## src/cmsel_cfg.svh

```systemverilog
// Constants for the CPU clock mode selector.
`ifndef CMSEL_CFG_SVH
`define CMSEL_CFG_SVH
`define CMSEL_STRAP_W 3
`define CMSEL_STRAP_X4 3'h7
`define CMSEL_STRAP_X3 3'h6
`define CMSEL_STRAP_X8 3'h5
`define CMSEL_STRAP_X5 3'h4
`define CMSEL_STRAP_DIRECT 3'h3
`define CMSEL_STRAP_X10 3'h2
`define CMSEL_STRAP_PRESCALE 3'h1
`define CMSEL_STRAP_X16 3'h0
`define CMSEL_STRAP_RESET 3'h7
`define CMSEL_FACTOR_W 5
`define CMSEL_FACTOR_1 5'h01
`define CMSEL_FACTOR_3 5'h03
`define CMSEL_FACTOR_4 5'h04
`define CMSEL_FACTOR_5 5'h05
`define CMSEL_FACTOR_8 5'h08
`define CMSEL_FACTOR_10 5'h0a
`define CMSEL_FACTOR_16 5'h10
`define CMSEL_MON_LIMIT 16
`define CMSEL_MON_W 5
`define CMSEL_MON_MIN 2
`endif

```

## src/cmsel_pkg.sv

```systemverilog
// Types shared by the CPU clock mode selector files.
package cmsel_pkg;
	typedef enum logic [1:0] {
		CMSEL_MODE_PLL = 2'b00,
		CMSEL_MODE_DIRECT = 2'b01,
		CMSEL_MODE_PRESCALE = 2'b10
	} cmsel_mode_type;

	typedef enum logic [1:0] {
		CMSEL_SRC_PLL = 2'b00,
		CMSEL_SRC_XTAL = 2'b01,
		CMSEL_SRC_DIV2 = 2'b10,
		CMSEL_SRC_FAILOVER = 2'b11
	} cmsel_src_type;

	typedef struct packed {
		cmsel_mode_type mode;
		logic [4:0] factor;
		logic pll_enable;
		logic pll_free_run;
		logic osc_amp_bypass;
	} cmsel_cfg_type;

	typedef struct packed {
		logic rise;
		logic fall;
	} cmsel_edge_type;
endpackage

```

## src/cmsel_osc_monitor.sv

```systemverilog
// Oscillator monitor: counts free-running PLL clocks between crystal edges.
`include "cmsel_cfg.svh"
module cmsel_osc_monitor #(
	parameter int LIMIT = `CMSEL_MON_LIMIT,
	parameter int CNT_W = `CMSEL_MON_W
) (
	input wire logic clk_i,
	input wire logic reset_n_i,
	input wire logic enable_i,
	input wire logic pll_tick_i,
	input wire logic xtal_edge_i,
	output logic fail_o
);
	typedef struct packed {
		logic [CNT_W-1:0] cnt;
		logic fail;
	} cmsel_mon_state_type;

	cmsel_mon_state_type s_q;
	cmsel_mon_state_type s_d;

	if (LIMIT < `CMSEL_MON_MIN || LIMIT >= (1 << CNT_W)) begin : g_limit_check
		$error("cmsel_osc_monitor: LIMIT does not fit CNT_W");
	end

	always_comb begin
		s_d = s_q;
		if (!enable_i) begin
			s_d.cnt = '0;
		end else if (xtal_edge_i) begin
			s_d.cnt = '0;
		end else if (pll_tick_i && !s_q.fail) begin
			s_d.cnt = s_q.cnt + CNT_W'(1);
			if (s_d.cnt == CNT_W'(LIMIT)) begin
				s_d.fail = 1'b1;
			end
		end
		// The failure is sticky until the next reset.
		if (s_q.fail) begin
			s_d.fail = 1'b1;
		end
	end

	always_ff @(posedge clk_i or negedge reset_n_i) begin
		if (!reset_n_i) begin
			s_q <= '0;
		end else begin
			s_q <= s_d;
		end
	end

	assign fail_o = s_q.fail;
endmodule // cmsel_osc_monitor

```

## src/cmsel_top.sv

```systemverilog
// CPU clock mode selector with strap decode, phase generation and monitor failover.
`include "cmsel_cfg.svh"
module cmsel_top #(
	parameter int STRAP_W = `CMSEL_STRAP_W,
	parameter int MON_LIMIT = `CMSEL_MON_LIMIT
) (
	input wire logic clk_i,
	input wire logic reset_n_i,
	input wire logic [STRAP_W-1:0] clock_mode_straps_i,
	input wire logic crystal_input_pin_i,
	input wire logic pll_clk_i,
	input wire logic osc_monitor_disable_i,
	output logic cpu_clk_o,
	output cmsel_pkg::cmsel_edge_type cpu_clock_phase_o,
	output cmsel_pkg::cmsel_cfg_type cfg_o,
	output cmsel_pkg::cmsel_src_type clk_src_o,
	output logic mode_valid_o,
	output logic osc_fail_irq_o
);
	typedef struct packed {
		logic latched;
		logic [STRAP_W-1:0] straps;
		cmsel_pkg::cmsel_cfg_type cfg;
		logic xtal_prev;
		logic pll_prev;
		logic div_clk;
		logic cpu_clk;
		cmsel_pkg::cmsel_edge_type phase;
		cmsel_pkg::cmsel_src_type src;
		logic irq;
	} cmsel_top_state_type;

	cmsel_top_state_type s_q;
	cmsel_top_state_type s_d;
	logic xtal_edge;
	logic xtal_rise;
	logic pll_tick;
	logic mon_enable;
	logic mon_fail;
	logic next_clk;

	if (STRAP_W != `CMSEL_STRAP_W) begin : g_strap_w_check
		$error("cmsel_top: STRAP_W must equal the strap count");
	end
	// The monitor counter has a fixed width and must be able to reach MON_LIMIT.
	if (MON_LIMIT < `CMSEL_MON_MIN || MON_LIMIT >= (1 << `CMSEL_MON_W)) begin : g_mon_limit_check
		$error("cmsel_top: MON_LIMIT does not fit the monitor counter");
	end

	// Only code 000 reaches the default branch, which selects the x16 multiplier.
	function automatic cmsel_pkg::cmsel_cfg_type decode(input logic [STRAP_W-1:0] straps);
		cmsel_pkg::cmsel_cfg_type c;
		c.mode = cmsel_pkg::CMSEL_MODE_PLL;
		c.factor = `CMSEL_FACTOR_4;
		c.pll_enable = 1'b1;
		c.pll_free_run = 1'b0;
		c.osc_amp_bypass = 1'b0;
		case (straps)
			`CMSEL_STRAP_X4: begin
				c.factor = `CMSEL_FACTOR_4;
			end
			`CMSEL_STRAP_X3: begin
				c.factor = `CMSEL_FACTOR_3;
			end
			`CMSEL_STRAP_X8: begin
				c.factor = `CMSEL_FACTOR_8;
			end
			`CMSEL_STRAP_X5: begin
				c.factor = `CMSEL_FACTOR_5;
			end
			`CMSEL_STRAP_DIRECT: begin
				c.mode = cmsel_pkg::CMSEL_MODE_DIRECT;
				c.factor = `CMSEL_FACTOR_1;
				c.pll_enable = 1'b0;
				c.osc_amp_bypass = 1'b1;
			end
			`CMSEL_STRAP_X10: begin
				c.factor = `CMSEL_FACTOR_10;
			end
			`CMSEL_STRAP_PRESCALE: begin
				c.mode = cmsel_pkg::CMSEL_MODE_PRESCALE;
				c.factor = `CMSEL_FACTOR_1;
				c.pll_enable = 1'b0;
			end
			default: begin
				c.factor = `CMSEL_FACTOR_16;
			end
		endcase
		return c;
	endfunction

	// Input clocks are oversampled, so they must stay well below half the system clock.
	// The previous levels reset low, so a high input at release looks like one extra edge.
	assign xtal_edge = crystal_input_pin_i != s_q.xtal_prev;
	assign xtal_rise = crystal_input_pin_i && !s_q.xtal_prev;
	assign pll_tick = pll_clk_i && !s_q.pll_prev;
	// The monitor only guards the modes that do not multiply through the PLL.
	assign mon_enable = s_q.latched && !osc_monitor_disable_i
		&& (s_q.cfg.mode != cmsel_pkg::CMSEL_MODE_PLL);

	cmsel_osc_monitor #(
		.LIMIT(MON_LIMIT),
		.CNT_W(`CMSEL_MON_W)
	) u_monitor (
		.clk_i(clk_i),
		.reset_n_i(reset_n_i),
		.enable_i(mon_enable),
		.pll_tick_i(pll_tick),
		.xtal_edge_i(xtal_edge),
		.fail_o(mon_fail)
	);

	always_comb begin
		s_d = s_q;
		next_clk = s_q.cpu_clk;
		s_d.xtal_prev = crystal_input_pin_i;
		s_d.pll_prev = pll_clk_i;
		// Straps are taken once, at the first edge after reset release.
		if (!s_q.latched) begin
			s_d.latched = 1'b1;
			s_d.straps = clock_mode_straps_i;
			s_d.cfg = decode(clock_mode_straps_i);
		end
		// The PLL must run whenever the monitor watches the crystal or has taken over.
		if (s_q.latched && s_q.cfg.mode != cmsel_pkg::CMSEL_MODE_PLL) begin
			if (mon_fail) begin
				// After failover the free-running PLL is the CPU clock, so it stays on.
				s_d.cfg.pll_enable = 1'b1;
				s_d.cfg.pll_free_run = 1'b1;
			end else begin
				s_d.cfg.pll_free_run = !osc_monitor_disable_i;
				s_d.cfg.pll_enable = !osc_monitor_disable_i;
			end
		end
		// Divider toggles on each input rising edge, so each phase is one input period.
		if (xtal_rise) begin
			s_d.div_clk = !s_q.div_clk;
		end
		// Failover is sticky: the crystal never takes the CPU clock back before reset.
		if (!s_q.latched) begin
			s_d.src = cmsel_pkg::CMSEL_SRC_PLL;
		end else if (mon_fail) begin
			s_d.src = cmsel_pkg::CMSEL_SRC_FAILOVER;
		end else if (s_q.cfg.mode == cmsel_pkg::CMSEL_MODE_DIRECT) begin
			s_d.src = cmsel_pkg::CMSEL_SRC_XTAL;
		end else if (s_q.cfg.mode == cmsel_pkg::CMSEL_MODE_PRESCALE) begin
			s_d.src = cmsel_pkg::CMSEL_SRC_DIV2;
		end else begin
			s_d.src = cmsel_pkg::CMSEL_SRC_PLL;
		end
		case (s_q.src)
			cmsel_pkg::CMSEL_SRC_XTAL: begin
				next_clk = crystal_input_pin_i;
			end
			cmsel_pkg::CMSEL_SRC_DIV2: begin
				next_clk = s_d.div_clk;
			end
			cmsel_pkg::CMSEL_SRC_FAILOVER: begin
				next_clk = pll_clk_i;
			end
			default: begin
				next_clk = pll_clk_i;
			end
		endcase
		// Each strobe marks the edge that the registered CPU clock makes in this same cycle.
		s_d.cpu_clk = next_clk;
		s_d.phase.rise = next_clk && !s_q.cpu_clk;
		s_d.phase.fall = !next_clk && s_q.cpu_clk;
		// The request stays raised until reset, in step with the failover source.
		if (mon_fail) begin
			s_d.irq = 1'b1;
		end
	end

	// Reset state matches the default x4 PLL mode with the monitor idle.
	always_ff @(posedge clk_i or negedge reset_n_i) begin
		if (!reset_n_i) begin
			s_q <= '{
				latched: 1'b0,
				straps: `CMSEL_STRAP_RESET,
				cfg: '{
					mode: cmsel_pkg::CMSEL_MODE_PLL,
					factor: `CMSEL_FACTOR_4,
					pll_enable: 1'b1,
					pll_free_run: 1'b0,
					osc_amp_bypass: 1'b0
				},
				xtal_prev: 1'b0,
				pll_prev: 1'b0,
				div_clk: 1'b0,
				cpu_clk: 1'b0,
				phase: '0,
				src: cmsel_pkg::CMSEL_SRC_PLL,
				irq: 1'b0
			};
		end else begin
			s_q <= s_d;
		end
	end

	assign cpu_clk_o = s_q.cpu_clk;
	assign cpu_clock_phase_o = s_q.phase;
	assign cfg_o = s_q.cfg;
	assign clk_src_o = s_q.src;
	assign mode_valid_o = s_q.latched;
	assign osc_fail_irq_o = s_q.irq;
endmodule // cmsel_top

```

## config.mk

```make
export PLATFORM = sky130hd
export DESIGN_NAME = cmsel_top
export DESIGN_NICKNAME = d
export VERILOG_FILES = /design/src/cmsel_pkg.sv /design/src/cmsel_osc_monitor.sv /design/src/cmsel_top.sv
export VERILOG_INCLUDE_DIRS = /design/src
export SDC_FILE = /design/constraint.sdc
export NUM_CORES = 1
export LEC_CHECK = 0
export BUFFER_PORTS_ARGS = -buffer_cell sky130_fd_sc_hd__buf_2
export CAP_MARGIN = 20
export CORE_ASPECT_RATIO = 0.75
export CORE_MARGIN = 8
export CORE_UTILIZATION = 48
export CTS_CLUSTER_DIAMETER = 100
export CTS_CLUSTER_SIZE = 30
export DETAILED_ROUTE_END_ITERATION = 8
export PLACE_DENSITY = 0.76
export SLEW_MARGIN = 30
export SYNTH_ARGS = -nofsm -noshare
export SYNTH_HDL_FRONTEND = slang
export SYNTH_SLANG_ARGS = --single-unit
```

## constraint.sdc

```tcl
create_clock -name clk_i -period 1.3 [get_ports clk_i]
set_input_delay 0.065 -clock clk_i [delete_from_list [all_inputs] [get_ports clk_i]]
set_output_delay 0.065 -clock clk_i [all_outputs]
set_load 0.005 [all_outputs]
```

After elaboration in Yosys (flattened, before gate mapping) --
Cells that the tools add are included.
Storage, ports and cells: output and inout bits 17, word-level logic and storage cells 72, input port bits 8, bits in registers 26
Cells by class: muxes and demuxes 20, reductions and logical operators 18, $add $sub $neg 1, eq/ne operators 17
Operators by type and width (count):
- $pmux 5 s6 | 1
- $eq 3x3->1 const B | 4
- $mux 2 | 6
- $mux 5 | 2
- $logic_and 1x1->1 | 8
- $ne 4x4->1 const B | 2
- $logic_not 1->1 | 7
- $mux 1 | 7
- $eq 3x2->1 const B | 2
- $mux 6 | 1
- $add 5x1->5 const B | 1
- $eq 5x5->1 const B | 1
- $eq 2x1->1 const B | 2
- $eq 2x2->1 const B | 2
- $pmux 2 s2 | 1
- $eq 3x1->1 const B | 1
- $mux 3 | 1
- $ne 3x3->1 const B | 1
- $ne 2x1->1 const B | 1
- $pmux 1 s2 | 1
- $reduce_and 2->1 | 1
- $reduce_bool 2->1 | 1
- $reduce_or 2->1 | 1
- $ne 1x1->1 | 1

Logic depth before layout (Yosys ltp) --
word-level depth 7, depth in mapped cells 5, mapped depth without buffers 5

Modules after synthesis --
From an unflattened synthesis, not the netlist that was laid out.
Unflattened totals: cells, all modules 121, area, all modules 1270.0 µm²
Modules (own cells, without submodules):
- cmsel_top | cells an instance 90, sequential area each 503.0 µm², times used 1, area an instance 957.2 µm²
- cmsel_osc_monitor | cells an instance 31, sequential area each 150.1 µm², times used 1, area an instance 312.8 µm²

Worst setup path after synthesis --
No wires, ideal clock.
path type register -> register, start point reg u_monitor.s_q[1] (netlist name), end point reg u_monitor.s_q[5] (netlist name), required time 1175 ps, stages on the path, launching flop included 5, library setup time 125 ps, arrival 1251 ps, path buffers 0, clock period less this slack 1375 ps, slack -75 ps, cells stage by stage dfrtp_1 -> ha_1 -> and4bb_2 -> nand3_1 -> mux2_2
On the way: cells in the longest elaborated chain, start to end 4
Ends and longest elaborated chain:
- from (decl) | RTL line cmsel_osc_monitor.sv:19 | cmsel_mon_state_type s_q;
- from (signal assigned) | RTL line cmsel_osc_monitor.sv:46 | s_q <= '0;
- from (signal assigned) | RTL line cmsel_osc_monitor.sv:48 | s_q <= s_d;
- $add 5x1->5 | RTL line cmsel_osc_monitor.sv:33 | s_d.cnt = s_q.cnt + CNT_W'(1);
- $mux 6 | RTL line cmsel_osc_monitor.sv:32 | end else if (pll_tick_i && !s_q.fail) begin
- $mux 5 | RTL line cmsel_osc_monitor.sv:30 | end else if (xtal_edge_i) begin
- $mux 5 | RTL line cmsel_osc_monitor.sv:28 | if (!enable_i) begin
Every way passes these cells. The select of a mux whose other input is x is not followed. A chain may end at the register's enable or synchronous reset.

Worst setup path in the final report --
start point reg u_monitor.s_q (netlist bit u_monitor.fail_o), end point reg u_monitor.s_q[5] (netlist name)
On the way: cells in the longest elaborated chain, start to end 3
Ends and longest elaborated chain (RTL line):
- $logic_not 1->1 | cmsel_osc_monitor.sv:32
- $logic_and 1x1->1 | cmsel_osc_monitor.sv:32
- $ne 3x3->1 (no source line)
Every way passes these cells.

==> implementation parameters <==
Parameter                              Value

STA
  Total negative slack for setup checks    -144 ps
  Relative slew slack    0.631
  Hold slack final    15.9 ps
  Final clock period utilization by the worst path    1.05
  Final number of hold-violating endpoints    0
  Final Skew    17.2 ps
  Worst setup margin    -63.5 ps
  # setup viols final    3
  Unrepaired setup endpoints after global routing    yes
  Tmin final    1360 ps
  Top achievable clock speed    0.733 GHz
  Transition time at the pin with the least slew margin    553 ps
  Max-slew violations    0

Power
  Pwr dens    989 mW/mm^2
  Worst IR Drop VDD    0.000737 V
  Reported leakage power    0.708 nW

Flow run
  Max-capacitance violation count    0

Clock network
  Maximum buffer depth of the clock tree    2
  TritonCTS clock tree    done
  CTS Root Buffer Type    sky130_fd_sc_hd__clkbuf_4
  Clock transition at the registers of the reported paths    140 ps
  # clock sinks    25
  H-tree depth    1
  Number of CTS-inserted buffers    3
  Clock network latency to the later pin of the worst-skew pair    320 ps

Synth
  Cell type with the largest total area after synthesis    sky130_fd_sc_hd__dfrtp_1
  Number of nets produced by synthesis    124
  Most frequent cell after synthesis    sky130_fd_sc_hd__dfrtp_1
  Cell area after synthesis    0.00122 sq mm
  Synth unique cells    37
  Top cells by area in the synthesized netlist    sky130_fd_sc_hd__dfrtp_1 47%, sky130_fd_sc_hd__buf_4 8.6%, sky130_fd_sc_hd__ha_1 5.1%
  Synth Instances    111
  Proportion of netlist area held by the largest area contributor    0.472
  Most used flip-flop cell after synthesis    sky130_fd_sc_hd__dfrtp_1
  Sequential cell area fraction in the yosys report    0.515
  Per-instance average area after synthesis    11.0 sq um
  Most frequent cells after synthesis    23 x sky130_fd_sc_hd__dfrtp_1, 14 x sky130_fd_sc_hd__buf_4, 7 x sky130_fd_sc_hd__nand2_1
  Number of synthesized flops with an enable pin    0
  Count of state elements after synthesis    25
  Ys Warns    0
  Asr flop ratio synth    1.00

GRT
  Global-route wire length before repair    4.22 mm
  Gr ovfl total    0
  Antenna violations before repair    0
  Vias in the first global route    912
  Overall track demand over capacity in global routing    0.124
  Largest net degree at the start of global routing    26

Placed design
  Placed cells    160
  Post-detailed-placement half-perimeter wirelength    1.76 mm
  Placer's final routability congestion estimate    0.737
  Port Buffers    24
  Placement-stage cell area    0.00133 sq mm

Floorplanning
  Initial cell density of the core    0.519
  Number of standard-cell rows in the floorplan    15
  Width of the die    74.2 microns
  Top Ports    25
  DIE AREA    0.00442 sq mm
  Area inside the core boundary    0.00235 sq mm
  Die boundary height    59.6 microns

Detailed routing
  ANT nets after route    0
  Count of vias placed by the detailed router    811
  Routed WL per cell    14.2 microns
  First DRT Iteration DRCs    28
  WL final    2.42 mm
  DRC Markers    0
  Number of iterations in the first detailed-routing pass    4
  Per-cell via count in the routed design    4.77

Status
  Status    finished with violations
  Violated checks    setup timing

Worst hold path
  Worst Hold Depth    3
  End point of the worst hold path    cfg_o[0]$_DFFE_PN0N_
  Worst hold path class    in -> reg
  Origin of the worst min-delay path    clock_mode_straps_i[1]

Setup path
  Critical path startpoint category    flip-flop
  Start point of the critical path    u_monitor.fail_o$_DFFE_PN0P_
  Crit path arrival time    1570 ps
  Largest fanout of any net on the critical path    3
  Depth of the worst register-to-register path    4
  Crit Reg-Reg Startpoint    u_monitor.fail_o$_DFFE_PN0P_
  Reg-to-reg endpoint    u_monitor.s_q[5]$_DFFE_PN0P_
  Internal reg-to-reg setup slack    -60 ps
  Crit Path Class    reg -> reg
  Required time worst endpoint    1510 ps
  Crit end category    flip-flop

Cells and area
  Fill cell total of the finished layout    201
  Fin cells    170
  Net count of the finished layout    150
  Area occupied by multi-input gates    533 sq um
  Growth of design area from synthesis to finish    21.9%
  ANT cells    0
  Fraction of final layout cells sized beyond drive strength 1    0.426
  Utilization after layout    0.633
  Storage element area    628 sq um
  Final standard cell area without fillers    0.00149 sq mm
==> worst max-delay path: stages (launching register included) <==
cell	delay, ps
sky130_fd_sc_hd__dfrtp_1	410
sky130_fd_sc_hd__buf_6	120
sky130_fd_sc_hd__and4bb_2	330
sky130_fd_sc_hd__nand3_2	80
sky130_fd_sc_hd__mux2_4	300
==> power breakdown <==
group	switching [mW]	internal, mW	total [mW]	leakage, nW
Combinational	0.127	0.116	0.244	0.383
Sequential	0.0402	0.845	0.885	0.308
Clock	0.225	0.115	0.340	0.0177
Total	0.393	1.08	1.47	0.708
==> metrics by stage <==
step	setup WS, ps	power (mW)
floorplan	-9.29	1.03
global placement	-40.2	1.08
detailed placement	-104	1.10
CTS	-68.7	1.47
global route	-95.4	1.56
finish	-63.5	1.47
==> registers in the layout, indices dropped and copies added (netlist names) <==
signal             cells
cfg_o                  9
cpu_clock_phase_o      2
cpu_clk_o              1
mode_valid_o           1
u_monitor.fail_o       1
s_q                    3
osc_fail_irq_o         1
u_monitor.s_q          5
clk_src_o              2
==> worst max path at each step <==
stage / endpoint / slack, ps / cells past startpoint
after global placement: u_monitor.s_q[4]$_DFFE_PN0P_ / -40 / 3
final: u_monitor.s_q[5]$_DFFE_PN0P_ / -60 / 4
after global routing: u_monitor.s_q[5]$_DFFE_PN0P_ / -100 / 4
after CTS: u_monitor.fail_o$_DFFE_PN0P_ / -70 / 5
after detailed placement: u_monitor.fail_o$_DFFE_PN0P_ / -100 / 5
after floorplan: u_monitor.s_q[5]$_DFFE_PN0P_ / -9 / 4
==> timing repair <==
item                                    4_1_cts  5_1_grt
endpoints found under the setup margin        6        8
pin swaps                                     7        9
hold buffers                                  4        0
hold endpoints to repair                     27        0
setup buffers                                 2        0
gates resized for setup                       7        6
==> cell usage in the layout, fill, tap and decap left out, types with 2 or more instances in the layout <==
| cell | instances |
|---|---|
| sky130_fd_sc_hd__o41ai_1 | 2 |
| sky130_fd_sc_hd__or2_2 | 2 |
| sky130_fd_sc_hd__buf_2 | 24 |
| sky130_fd_sc_hd__clkbuf_4 | 3 |
| sky130_fd_sc_hd__buf_4 | 7 |
| sky130_fd_sc_hd__nand3_1 | 2 |
| sky130_fd_sc_hd__buf_6 | 2 |
| sky130_fd_sc_hd__xnor2_1 | 2 |
| sky130_fd_sc_hd__nor2_1 | 6 |
| sky130_fd_sc_hd__a21boi_0 | 2 |
| sky130_fd_sc_hd__ha_1 | 3 |
| sky130_fd_sc_hd__dfrtp_1 | 23 |
| sky130_fd_sc_hd__nand2b_1 | 2 |
| sky130_fd_sc_hd__nor2b_1 | 4 |
| sky130_fd_sc_hd__o21ai_0 | 3 |
| sky130_fd_sc_hd__dfstp_2 | 2 |
| sky130_fd_sc_hd__dlygate4sd3_1 | 4 |
| sky130_fd_sc_hd__mux2i_1 | 2 |
| sky130_fd_sc_hd__inv_1 | 4 |
| sky130_fd_sc_hd__nand2_1 | 7 |
==> kinds of logic (layout without fill, tap and decap cells) <==
family          Yosys count  in the layout  share of synthesized area
flops                    25             25                      0.515
other cells               1              1                    0.00308
buf+inv                  21             46                      0.109
mux                       4              4                     0.0349
simple gates             34             34                      0.154
fa+ha+maj                 5              5                     0.0513
compound gates           17             17                      0.104
xor+xnor                  4              4                     0.0288
==> per-layer routing <==
metal | global-route usage | up-vias | wire, microns
met5 | 0 | - | 0
met4 | 0.0397 | 0 | 18
met3 | 0.0541 | 2 | 169
met2 | 0.190 | 18 | 1100
met1 | 0.153 | 379 | 1140
li1 | - | 412 | -
==> cell type report <==
type / instances / area share
sequential: 25 / 0.423
multi-input combinational: 65 / 0.359
timing repair buffer: 37 / 0.158
tap: 34 / 0.0286
clock buffer: 3 / 0.0152
inverter: 5 / 0.0126
clock inverter: 1 / 0.00337
Note: power is estimated with default switching activity, not from simulation.
